[config.mk]
export PLATFORM = sky130hd
export DESIGN_NAME = ebls_lane_steer
export DESIGN_NICKNAME = d
export VERILOG_FILES = /design/src/hw/ebls_pkg.sv /design/src/hw/ebls_lane_steer.sv
export SDC_FILE = /design/constraint.sdc
export NUM_CORES = 1
export LEC_CHECK = 0
export ABC_AREA = 1
export BUFFER_PORTS_ARGS = -buffer_cell sky130_fd_sc_hd__buf_2
export CAP_MARGIN = 20
export CORE_ASPECT_RATIO = 1.5
export CORE_UTILIZATION = 58
export CTS_CLUSTER_SIZE = 25
export DETAILED_ROUTE_END_ITERATION = 8
export HOLD_SLACK_MARGIN = 0.06
export PLACE_DENSITY_LB_ADDON = 0.08
export RECOVER_POWER = 100
export SYNTH_ARGS = -nofsm -noshare
export SYNTH_HDL_FRONTEND = slang
export SYNTH_SLANG_ARGS = --single-unit
[constraint.sdc]
create_clock -name core_clk_i -period 7.3 [get_ports core_clk_i]
set_input_delay 0.365 -clock core_clk_i [delete_from_list [all_inputs] [get_ports core_clk_i]]
set_output_delay 0.365 -clock core_clk_i [all_outputs]
set_load 0.03 [all_outputs]
[src/hw/ebls_pkg.sv]
// Package for the external bus lane steering block.
// Assumes one system clock domain; no software-visible registers.
`default_nettype none
package ebls_pkg;
  // Bus width field encodings (per-bank width selector)
  localparam logic [1:0] EBLS_WIDTH_8  = 2'h0;
  localparam logic [1:0] EBLS_WIDTH_16 = 2'h1;
  localparam logic [1:0] EBLS_WIDTH_32 = 2'h2;
  // Access size encodings
  localparam logic [1:0] EBLS_SIZE_BYTE = 2'h0;
  localparam logic [1:0] EBLS_SIZE_HALF = 2'h1;
  localparam logic [1:0] EBLS_SIZE_WORD = 2'h2;
  // Lane enable levels and reset values
  localparam logic       EBLS_LANE_ON     = 1'b0;
  localparam logic [3:0] EBLS_LANES_OFF   = 4'hf;
  localparam logic [3:0] EBLS_LANES_ALL   = 4'h0;
  localparam logic [3:0] EBLS_LANE0_ONLY  = 4'he;
  localparam logic [3:0] EBLS_LANES_LOW2  = 4'hc;
  localparam logic [3:0] EBLS_LANES_HIGH2 = 4'h3;
  localparam logic [1:0] EBLS_XFER_ZERO   = 2'h0;
  // Processor request
  typedef struct packed {
    logic [31:0] system_address;
    logic [31:0] internal_bus_data;
    logic [1:0]  size;
    logic        write;
    logic [1:0]  bank;
  } ebls_req_t;
  // One external transfer
  typedef struct packed {
    logic [21:0] external_address;
    logic [31:0] external_data;
    logic [3:0]  byte_write_strobes_n;
    logic [3:0]  sdram_lane_mask_n;
    logic        write;
  } ebls_xfer_t;
  typedef enum logic [2:0] {
    EBLS_IDLE = 3'b001,
    EBLS_XFER = 3'b010,
    EBLS_DONE = 3'b100
  } ebls_state_t;
endpackage : ebls_pkg
`default_nettype wire

[src/hw/ebls_lane_steer.sv]
// Lane steering and access splitting between the 32-bit internal path
// and an 8/16/32-bit external memory bus.
// Assumes the bank decoder supplies the bank index and the bank control
// registers supply each bank's width field; the memory side answers every
// transfer with ext_done_i (read data valid on that cycle).
//
// Operation
// (RULE_01) 32-bit bus word: one transfer, data unchanged, all lanes on.
// (RULE_02) Big-endian 16-bit word: bits 31:16 at WA, then 15:0 at WA+2.
// (RULE_03) Big-endian 8-bit word: four bytes WA..WA+3, MSB first.
// (RULE_04) Little-endian 16-bit word: bits 15:0 at WA, then 31:16.
// (RULE_05) Little-endian 8-bit word: four bytes, LSB first, assembled upward.
// (RULE_06) Word address aligned; split steps add the bus width in bytes.
// (RULE_07) Big-endian 32-bit half write: replicate, A1=0 upper lanes.
// (RULE_08) Big-endian 32-bit half read: A1=0 returns bits 31:16.
// (RULE_09) Little-endian 32-bit half write: replicate, A1=0 lower lanes.
// (RULE_10) Little-endian 32-bit half read: A1=0 returns bits 15:0.
// (RULE_11) 16-bit bus half: one transfer on bits 15:0, low two lanes.
// (RULE_12) 8-bit bus half: two bytes HA, HA+1; order by endianness.
// (RULE_13) Big-endian 32-bit byte write: replicate, offset 0 is bits 31:24.
// (RULE_14) Big-endian 32-bit byte read: same lane mapping, result in 7:0.
// (RULE_15) Little-endian 32-bit byte: offset 0 is bits 7:0.
// (RULE_16) 16-bit bus byte: even address; lane by offset and endianness.
// (RULE_17) 8-bit bus byte: one transfer at exact address, lowest lane.
// (RULE_18) Lane enables driven per lane; strobes for writes, mask always.
// (RULE_19) Bus width taken from the addressed bank's width field.
// (RULE_20) Endian strap high at power-on selects little-endian.
// (RULE_21) Address pins take A21:0, A22:1 or A23:2 by width.
// (RULE_22) Request held until every split transfer finishes.
`default_nettype none
module ebls_lane_steer
  import ebls_pkg::*;
#(
  parameter int NUM_BANKS = 8
) (
  input  wire logic                 core_clk_i,
  input  wire logic                 reset_n_i,
  input  wire logic                 endian_strap_pin_i,
  input  wire logic [NUM_BANKS*2-1:0] bank_bus_width_field_i,
  input  wire logic                 req_valid_i,
  input  wire ebls_req_t            req_i,
  output logic                      req_ready_o,
  output logic                      rsp_valid_o,
  output logic [31:0]               rsp_data_o,
  output logic                      ext_valid_o,
  output ebls_xfer_t                ext_o,
  input  wire logic                 ext_done_i,
  input  wire logic [31:0]          ext_rdata_i,
  output logic                      little_endian_o
);

  // ----------------------------------------------------------------
  // Strap capture
  // ----------------------------------------------------------------
  logic strap_taken;

  // Catch the strap on the first clock after reset release
  always_ff @(posedge core_clk_i or negedge reset_n_i) begin
    if (!reset_n_i) begin
      strap_taken     <= 1'b0;
      little_endian_o <= 1'b0;
    end else if (!strap_taken) begin
      strap_taken     <= 1'b1;
      little_endian_o <= endian_strap_pin_i; // see RULE_20
    end
  end

  // ----------------------------------------------------------------
  // Request capture and sequencing
  // ----------------------------------------------------------------
  ebls_state_t state;
  ebls_req_t   req;
  logic [1:0]  width;
  logic [1:0]  xfer_idx;
  logic [1:0]  xfer_last;
  logic [31:0] rd_acc;
  logic [1:0]  next_width;
  logic [1:0]  bank_idx;

  assign bank_idx    = req_i.bank;
  assign next_width  = bank_bus_width_field_i[bank_idx*2 +: 2]; // see RULE_19
  assign req_ready_o = (state == EBLS_IDLE) && strap_taken;

  // Number of transfers minus one for the captured access
  always_comb begin
    xfer_last = EBLS_XFER_ZERO;
    if (width == EBLS_WIDTH_16 && req.size == EBLS_SIZE_WORD) begin
      xfer_last = 2'h1; // see RULE_02
    end else if (width == EBLS_WIDTH_8) begin
      if (req.size == EBLS_SIZE_WORD) begin
        xfer_last = 2'h3; // see RULE_03
      end else if (req.size == EBLS_SIZE_HALF) begin
        xfer_last = 2'h1; // see RULE_12
      end
    end
  end

  // Main sequencer: hold the request until all transfers finish
  always_ff @(posedge core_clk_i or negedge reset_n_i) begin
    if (!reset_n_i) begin
      state    <= EBLS_IDLE;
      req      <= '0;
      width    <= EBLS_WIDTH_8;
      xfer_idx <= EBLS_XFER_ZERO;
    end else begin
      case (state)
        EBLS_IDLE: begin
          if (req_valid_i && req_ready_o) begin
            req      <= req_i;
            width    <= next_width;
            xfer_idx <= EBLS_XFER_ZERO;
            state    <= EBLS_XFER;
          end
        end
        EBLS_XFER: begin
          if (ext_done_i) begin
            if (xfer_idx == xfer_last) begin
              state <= EBLS_DONE; // see RULE_22
            end else begin
              xfer_idx <= xfer_idx + 2'h1;
            end
          end
        end
        EBLS_DONE: begin
          state <= EBLS_IDLE;
        end
        default: begin
          state <= EBLS_IDLE;
        end
      endcase
    end
  end

  // ----------------------------------------------------------------
  // Transfer generation
  // ----------------------------------------------------------------
  logic [23:0] byte_addr;
  logic [1:0]  lane;
  logic [3:0]  lanes_n;
  logic [31:0] wdata;
  logic [1:0]  chunk;
  logic        le;

  assign le = little_endian_o;

  // Address, lanes and write data of the current transfer
  always_comb begin
    byte_addr = req.system_address[23:0];
    lane      = req.system_address[1:0];
    lanes_n   = EBLS_LANES_OFF;
    wdata     = req.internal_bus_data;
    chunk     = xfer_idx;
    case (width)
      EBLS_WIDTH_32: begin
        byte_addr[1:0] = 2'h0; // see RULE_06
        if (req.size == EBLS_SIZE_WORD) begin
          lanes_n = EBLS_LANES_ALL; // see RULE_01
        end else if (req.size == EBLS_SIZE_HALF) begin
          wdata = {2{req.internal_bus_data[15:0]}}; // see RULE_07
          // Big-endian A1=0 upper pair; little-endian reversed
          if (req.system_address[1] ^ le) begin
            lanes_n = EBLS_LANES_LOW2; // see RULE_09
          end else begin
            lanes_n = EBLS_LANES_HIGH2; // see RULE_07
          end
        end else begin
          wdata = {4{req.internal_bus_data[7:0]}}; // see RULE_13
          lane  = le ? req.system_address[1:0]
                     : ~req.system_address[1:0]; // see RULE_15
          lanes_n        = EBLS_LANES_OFF;
          lanes_n[lane]  = EBLS_LANE_ON; // see RULE_14
        end
      end
      EBLS_WIDTH_16: begin
        lanes_n = EBLS_LANES_LOW2; // see RULE_11
        if (req.size == EBLS_SIZE_WORD) begin
          byte_addr[1:0] = {xfer_idx[0], 1'b0}; // see RULE_06
          chunk = {1'b0, xfer_idx[0] ^ ~le};
          wdata = {16'h0000, chunk[0] ? req.internal_bus_data[31:16]
                                      : req.internal_bus_data[15:0]};
        end else if (req.size == EBLS_SIZE_HALF) begin
          byte_addr[0] = 1'b0;
          wdata = {16'h0000, req.internal_bus_data[15:0]}; // see RULE_11
        end else begin
          byte_addr[0] = 1'b0; // see RULE_16
          wdata = {16'h0000, {2{req.internal_bus_data[7:0]}}};
          lanes_n = EBLS_LANES_OFF;
          lanes_n[{1'b0, req.system_address[0] ^ ~le}] = EBLS_LANE_ON;
        end
      end
      default: begin
        lanes_n = EBLS_LANE0_ONLY; // see RULE_17
        if (req.size == EBLS_SIZE_WORD) begin
          byte_addr[1:0] = xfer_idx; // see RULE_03
          chunk = le ? xfer_idx : ~xfer_idx; // see RULE_05
        end else if (req.size == EBLS_SIZE_HALF) begin
          byte_addr[0] = xfer_idx[0]; // see RULE_12
          chunk = {1'b0, le ? xfer_idx[0] : ~xfer_idx[0]};
        end else begin
          chunk = EBLS_XFER_ZERO; // see RULE_17
        end
        wdata = {24'h000000, req.internal_bus_data[chunk*8 +: 8]};
      end
    endcase
  end

  // Registered transfer outputs
  always_ff @(posedge core_clk_i or negedge reset_n_i) begin
    if (!reset_n_i) begin
      ext_valid_o <= 1'b0;
      ext_o       <= '{external_address: 22'h000000,
                       external_data: 32'h00000000,
                       byte_write_strobes_n: EBLS_LANES_OFF,
                       sdram_lane_mask_n: EBLS_LANES_OFF,
                       write: 1'b0};
    end else if (state == EBLS_XFER && !(ext_done_i && ext_valid_o)) begin
      ext_valid_o <= 1'b1;
      // Address pins take the slice set by the bus width
      case (width)
        EBLS_WIDTH_32: ext_o.external_address <= byte_addr[23:2];
        EBLS_WIDTH_16: ext_o.external_address <= byte_addr[22:1];
        default:       ext_o.external_address <= byte_addr[21:0];
      endcase // see RULE_21
      ext_o.external_data        <= wdata;
      ext_o.sdram_lane_mask_n    <= lanes_n; // see RULE_18
      ext_o.byte_write_strobes_n <= req.write ? lanes_n : EBLS_LANES_OFF;
      ext_o.write                <= req.write;
    end else begin
      ext_valid_o                <= 1'b0;
      ext_o.byte_write_strobes_n <= EBLS_LANES_OFF;
      ext_o.sdram_lane_mask_n    <= EBLS_LANES_OFF;
    end
  end

  // ----------------------------------------------------------------
  // Read assembly
  // ----------------------------------------------------------------
  logic [31:0] next_rd_acc;

  // Merge the returned lanes into the read word
  always_comb begin
    next_rd_acc = rd_acc;
    case (width)
      EBLS_WIDTH_32: begin
        if (req.size == EBLS_SIZE_WORD) begin
          next_rd_acc = ext_rdata_i; // see RULE_01
        end else if (req.size == EBLS_SIZE_HALF) begin
          next_rd_acc = {16'h0000, (req.system_address[1] ^ le) // see RULE_10
                         ? ext_rdata_i[15:0]
                         : ext_rdata_i[31:16]}; // see RULE_08
        end else begin
          next_rd_acc = {24'h000000, ext_rdata_i[lane*8 +: 8]}; // see RULE_14
        end
      end
      EBLS_WIDTH_16: begin
        if (req.size == EBLS_SIZE_WORD) begin
          next_rd_acc[chunk[0]*16 +: 16] = ext_rdata_i[15:0]; // see RULE_04
        end else if (req.size == EBLS_SIZE_HALF) begin
          next_rd_acc = {16'h0000, ext_rdata_i[15:0]};
        end else begin
          next_rd_acc = {24'h000000, (req.system_address[0] ^ ~le)
                         ? ext_rdata_i[15:8] : ext_rdata_i[7:0]};
        end
      end
      default: begin
        if (req.size == EBLS_SIZE_BYTE) begin
          next_rd_acc = {24'h000000, ext_rdata_i[7:0]};
        end else begin
          next_rd_acc[chunk*8 +: 8] = ext_rdata_i[7:0]; // see RULE_05
        end
      end
    endcase
  end

  // Accumulate read data; clear at each new request
  always_ff @(posedge core_clk_i or negedge reset_n_i) begin
    if (!reset_n_i) begin
      rd_acc <= 32'h00000000;
    end else if (state == EBLS_IDLE) begin
      rd_acc <= 32'h00000000;
    end else if (state == EBLS_XFER && ext_done_i) begin
      rd_acc <= next_rd_acc;
    end
  end

  // Completion answer only after the last transfer
  always_ff @(posedge core_clk_i or negedge reset_n_i) begin
    if (!reset_n_i) begin
      rsp_valid_o <= 1'b0;
      rsp_data_o  <= 32'h00000000;
    end else begin
      rsp_valid_o <= (state == EBLS_XFER) && ext_done_i
                     && (xfer_idx == xfer_last); // see RULE_22
      if (state == EBLS_XFER && ext_done_i && !req.write) begin
        rsp_data_o <= next_rd_acc;
      end
    end
  end

endmodule : ebls_lane_steer
`default_nettype wire

==> results.ini <==
[placement]
pre_cts_ws_ns = 2.95
place_congestion = 1.02
hpwl_mm = 26.3
io_buffers = 204

[detailed_routing]
post-route-drc-count = 0
met1_length_mm = 14.1
vias_per_cell = 5.92
wirelength_mm = 38.4
ant_nets = 0
top_layer_used = met5
first_pass_iters = 5
drt_iter0_drc = 1148
wl_met2_mm = 18.2
wire_per_inst_um = 18.6
wl_met3_mm = 2.94
via_count = 12200

[power_and_ir_drop]
p_leak_nw = 6.46
p_comb_frac = 0.566
p_per_area_mw_per_mm2 = 470
ir_drop_mv = 0.322
switching_power_mw = 3.28
power.share.sequential = 0.282
p_sw_frac = 0.535
clkPwrFrac = 0.152
internal_power_mw = 2.85

[yosys]
ys_ff_latch = 197
synth_area_leaders = dfrtp_1 41%, nand2_1 20%, o21ai_0 6.6%
synth_cell_types = 40
synth_top_area_share = 0.407
syn_inst = 1649
synth_warnings = 0
seq_area_frac_synth = 0.427
synth_top_area_cell = dfrtp_1
synth_area_mm2 = 0.0116
syn_nets = 1783
synth_area_per_cell_um2 = 7.01

[sta]
finalHoldViolCount = 0
rsz0062_at_grt = no
final.period_utilization = 0.794
skew_ns = 0.00879
setup_viol = 0
setup_tns_ns = 0
fin_crit_ns = 5.79
slew_violations = 332
fmaxAchievable_ghz = 0.173
worstMarginPinSlew_ns = 4.32
worst_slack_ns = 1.51
relSlewSlack = -1.88

[critical_path]
crit_fanout = 24
start_kind = flop
cp.arrival_ns = 6.18
crit_required_ns = 7.68
crit_path_end_kind = flop
path_class = reg -> reg

[layout]
synthToLayoutAreaGrowth_pct = 12.7
final_common_cell = nand2_1
nNetsFinal = 1927
final_cell_mix = 622 x nand2_1, 188 x dfrtp_1, 156 x inv_1
drive_above_1_share = 0.0941
antennaDiodeCount = 0

[clocking]
cts.sinks = 197
cts_resized = 0
cts-buffers-inserted = 17
cts_root_buffer = clkbuf_16
htree_levels = 4
tritoncts = built
post-cts-setup-buffer-count = 0
cts_hold_buf = 1
clock_path_buffers = 2
clk_pin_slew_worst_paths_ns = 0.08
clock_latency_ns = 0.45

[global_routing]
grt_pass1_wl_mm = 59.5
antenna_found_initial = 2
grt_pass1_vias = 11500
track_usage = 0.389
grt_max_degree = 120
overflow = 0

[floorplanning]
fp.dieH_um = 175
fp-row-count = 62
die_area_mm2 = 0.0205
die_w_um = 117
io_pins = 221
core_area_mm2 = 0.0193
start_util = 0.599

[outcome]
violations = max-capacitance violations, max-slew violations
status = complete, but fails checks

[run]
cap_violations = 5

[worst_hold_path]
min_path_type = in -> reg

-- cells by family (layout without fill, tap and decap cells) --
logic type / after synthesis / after routing / synth area share
other: 1 / 1 / 0.000324
xor gates and xnor gates: 1 / 1 / 0.000758
DFF: 197 / 197 / 0.427
adders and majority gates: 12 / 12 / 0.0130
and+or+nand+nor: 848 / 848 / 0.301
AOI/OAI and AO/OA: 334 / 334 / 0.170
buffers and inverters: 256 / 413 / 0.0880
-- power by group through the flow --
stage	Combinational (mW)	Clock, mW	Sequential [mW]
after floorplan	2.17	0	2.02
after global placement	3.36	0	1.72
after detailed placement	3.42	0	1.73
after CTS	3.44	0.942	1.71
after global routing	3.78	0.981	1.77
final	3.46	0.931	1.73
-- final cells by class --
type | instances | area (um2)
Fill cell | 1864 | 6280
Multi-Input combinational cell | 1196 | 5570
Sequential cell | 197 | 4940
Timing Repair Buffer | 220 | 1020
Inverter | 161 | 604
Clock buffer | 18 | 429
Tap cell | 256 | 320
Clock inverter | 14 | 148
-- state kept, by name, summed over array words and instances, names as in the netlist --
name	flops
strap_taken	1
rsp_data_o	32
ext_valid_o	1
width	2
req	37
little_endian_o	1
xfer_idx	2
state	3
rd_acc	32
rsp_valid_o	1
ext_o	63
byte_addr	22
-- stage by stage --
stage | instances | util | hold slack, ns | power (mW) | cell area [um2]
after floorplan | 1649 | - | 0.0694 | 4.19 | 11600
after global placement | 2028 | 0.653 | 0.410 | 5.08 | 12600
after detailed placement | 2028 | 0.653 | 0.415 | 5.15 | 12600
after CTS | 2061 | 0.683 | 0.110 | 6.10 | 13200
after global routing | 2062 | 0.675 | 0.125 | 6.53 | 13000
final | 2062 | 0.675 | 0.119 | 6.12 | 13000
-- final timing paths --
kind	from	to	slack, ns	cells after the start
worst max register to register	width[1]$_DFFE_PN0P_	rsp_data_o[5]$_DFFE_PN0P_	1.51	15
min in group asynchronous	reset_n_i	rsp_data_o[27]$_DFFE_PN0P_	1.86	2
worst min register to register	rsp_data_o[27]$_DFFE_PN0P_	rsp_data_o[27]$_DFFE_PN0P_	0.48	2
worst min-delay path	req_i[50]	byte_addr[13]$_DFFE_PN0P_	0.12	3
max in group asynchronous	reset_n_i	rsp_data_o[9]$_DFFE_PN0P_	2.23	3
worst max-delay path	width[1]$_DFFE_PN0P_	rsp_data_o[5]$_DFFE_PN0P_	1.51	15
-- layer usage --
layer / up-vias / track usage
met5: - / 0
li1: 5675 / -
met2: 653 / 0.607
met4: 2 / 0.299
met1: 5688 / 0.462
met3: 186 / 0.0815
-- cells in the mapped netlist --
master	number
o31ai_1	1
a21oi_1	50
conb_1	1
buf_4	3
nor2_1	67
buf_6	2
inv_1	155
o311ai_0	3
buf_1	12
inv_2	5
nand4_1	20
nor3_2	1
o221ai_1	5
dfstp_2	9
nor2_2	1
nand3_1	125
nand2_1	622
ha_1	12
o21ai_0	152
nor3_4	1
a41oi_1	2
o21ai_1	9
xor2_1	1
dfrtp_1	188
clkbuf_1	54
buf_2	24
o32ai_1	2
o22ai_1	32
a31oi_1	3
o21bai_4	1
o22a_1	2
a22oi_1	1
nand3_2	2
clkinv_1	1
o211ai_1	69
o2111ai_1	1
nand3_4	3
nand2_2	4
o21a_1	1
nor3_1	2
-- worst max-delay path, stage by stage (launching register included) --
cell	delay [ns]
dfrtp_1	0.40
inv_1	0.11
ha_1	0.15
clkbuf_1	0.88
nand2_1	0.23
inv_1	0.22
nand3_2	0.49
nand3_1	0.94
inv_1	0.48
ha_1	0.71
nand3_1	0.13
o21bai_1	0.54
nand2_1	0.10
nand2_1	0.10
nand3_1	0.12
nand2_1	0.11
Note: power is estimated with default switching activity, not from simulation.
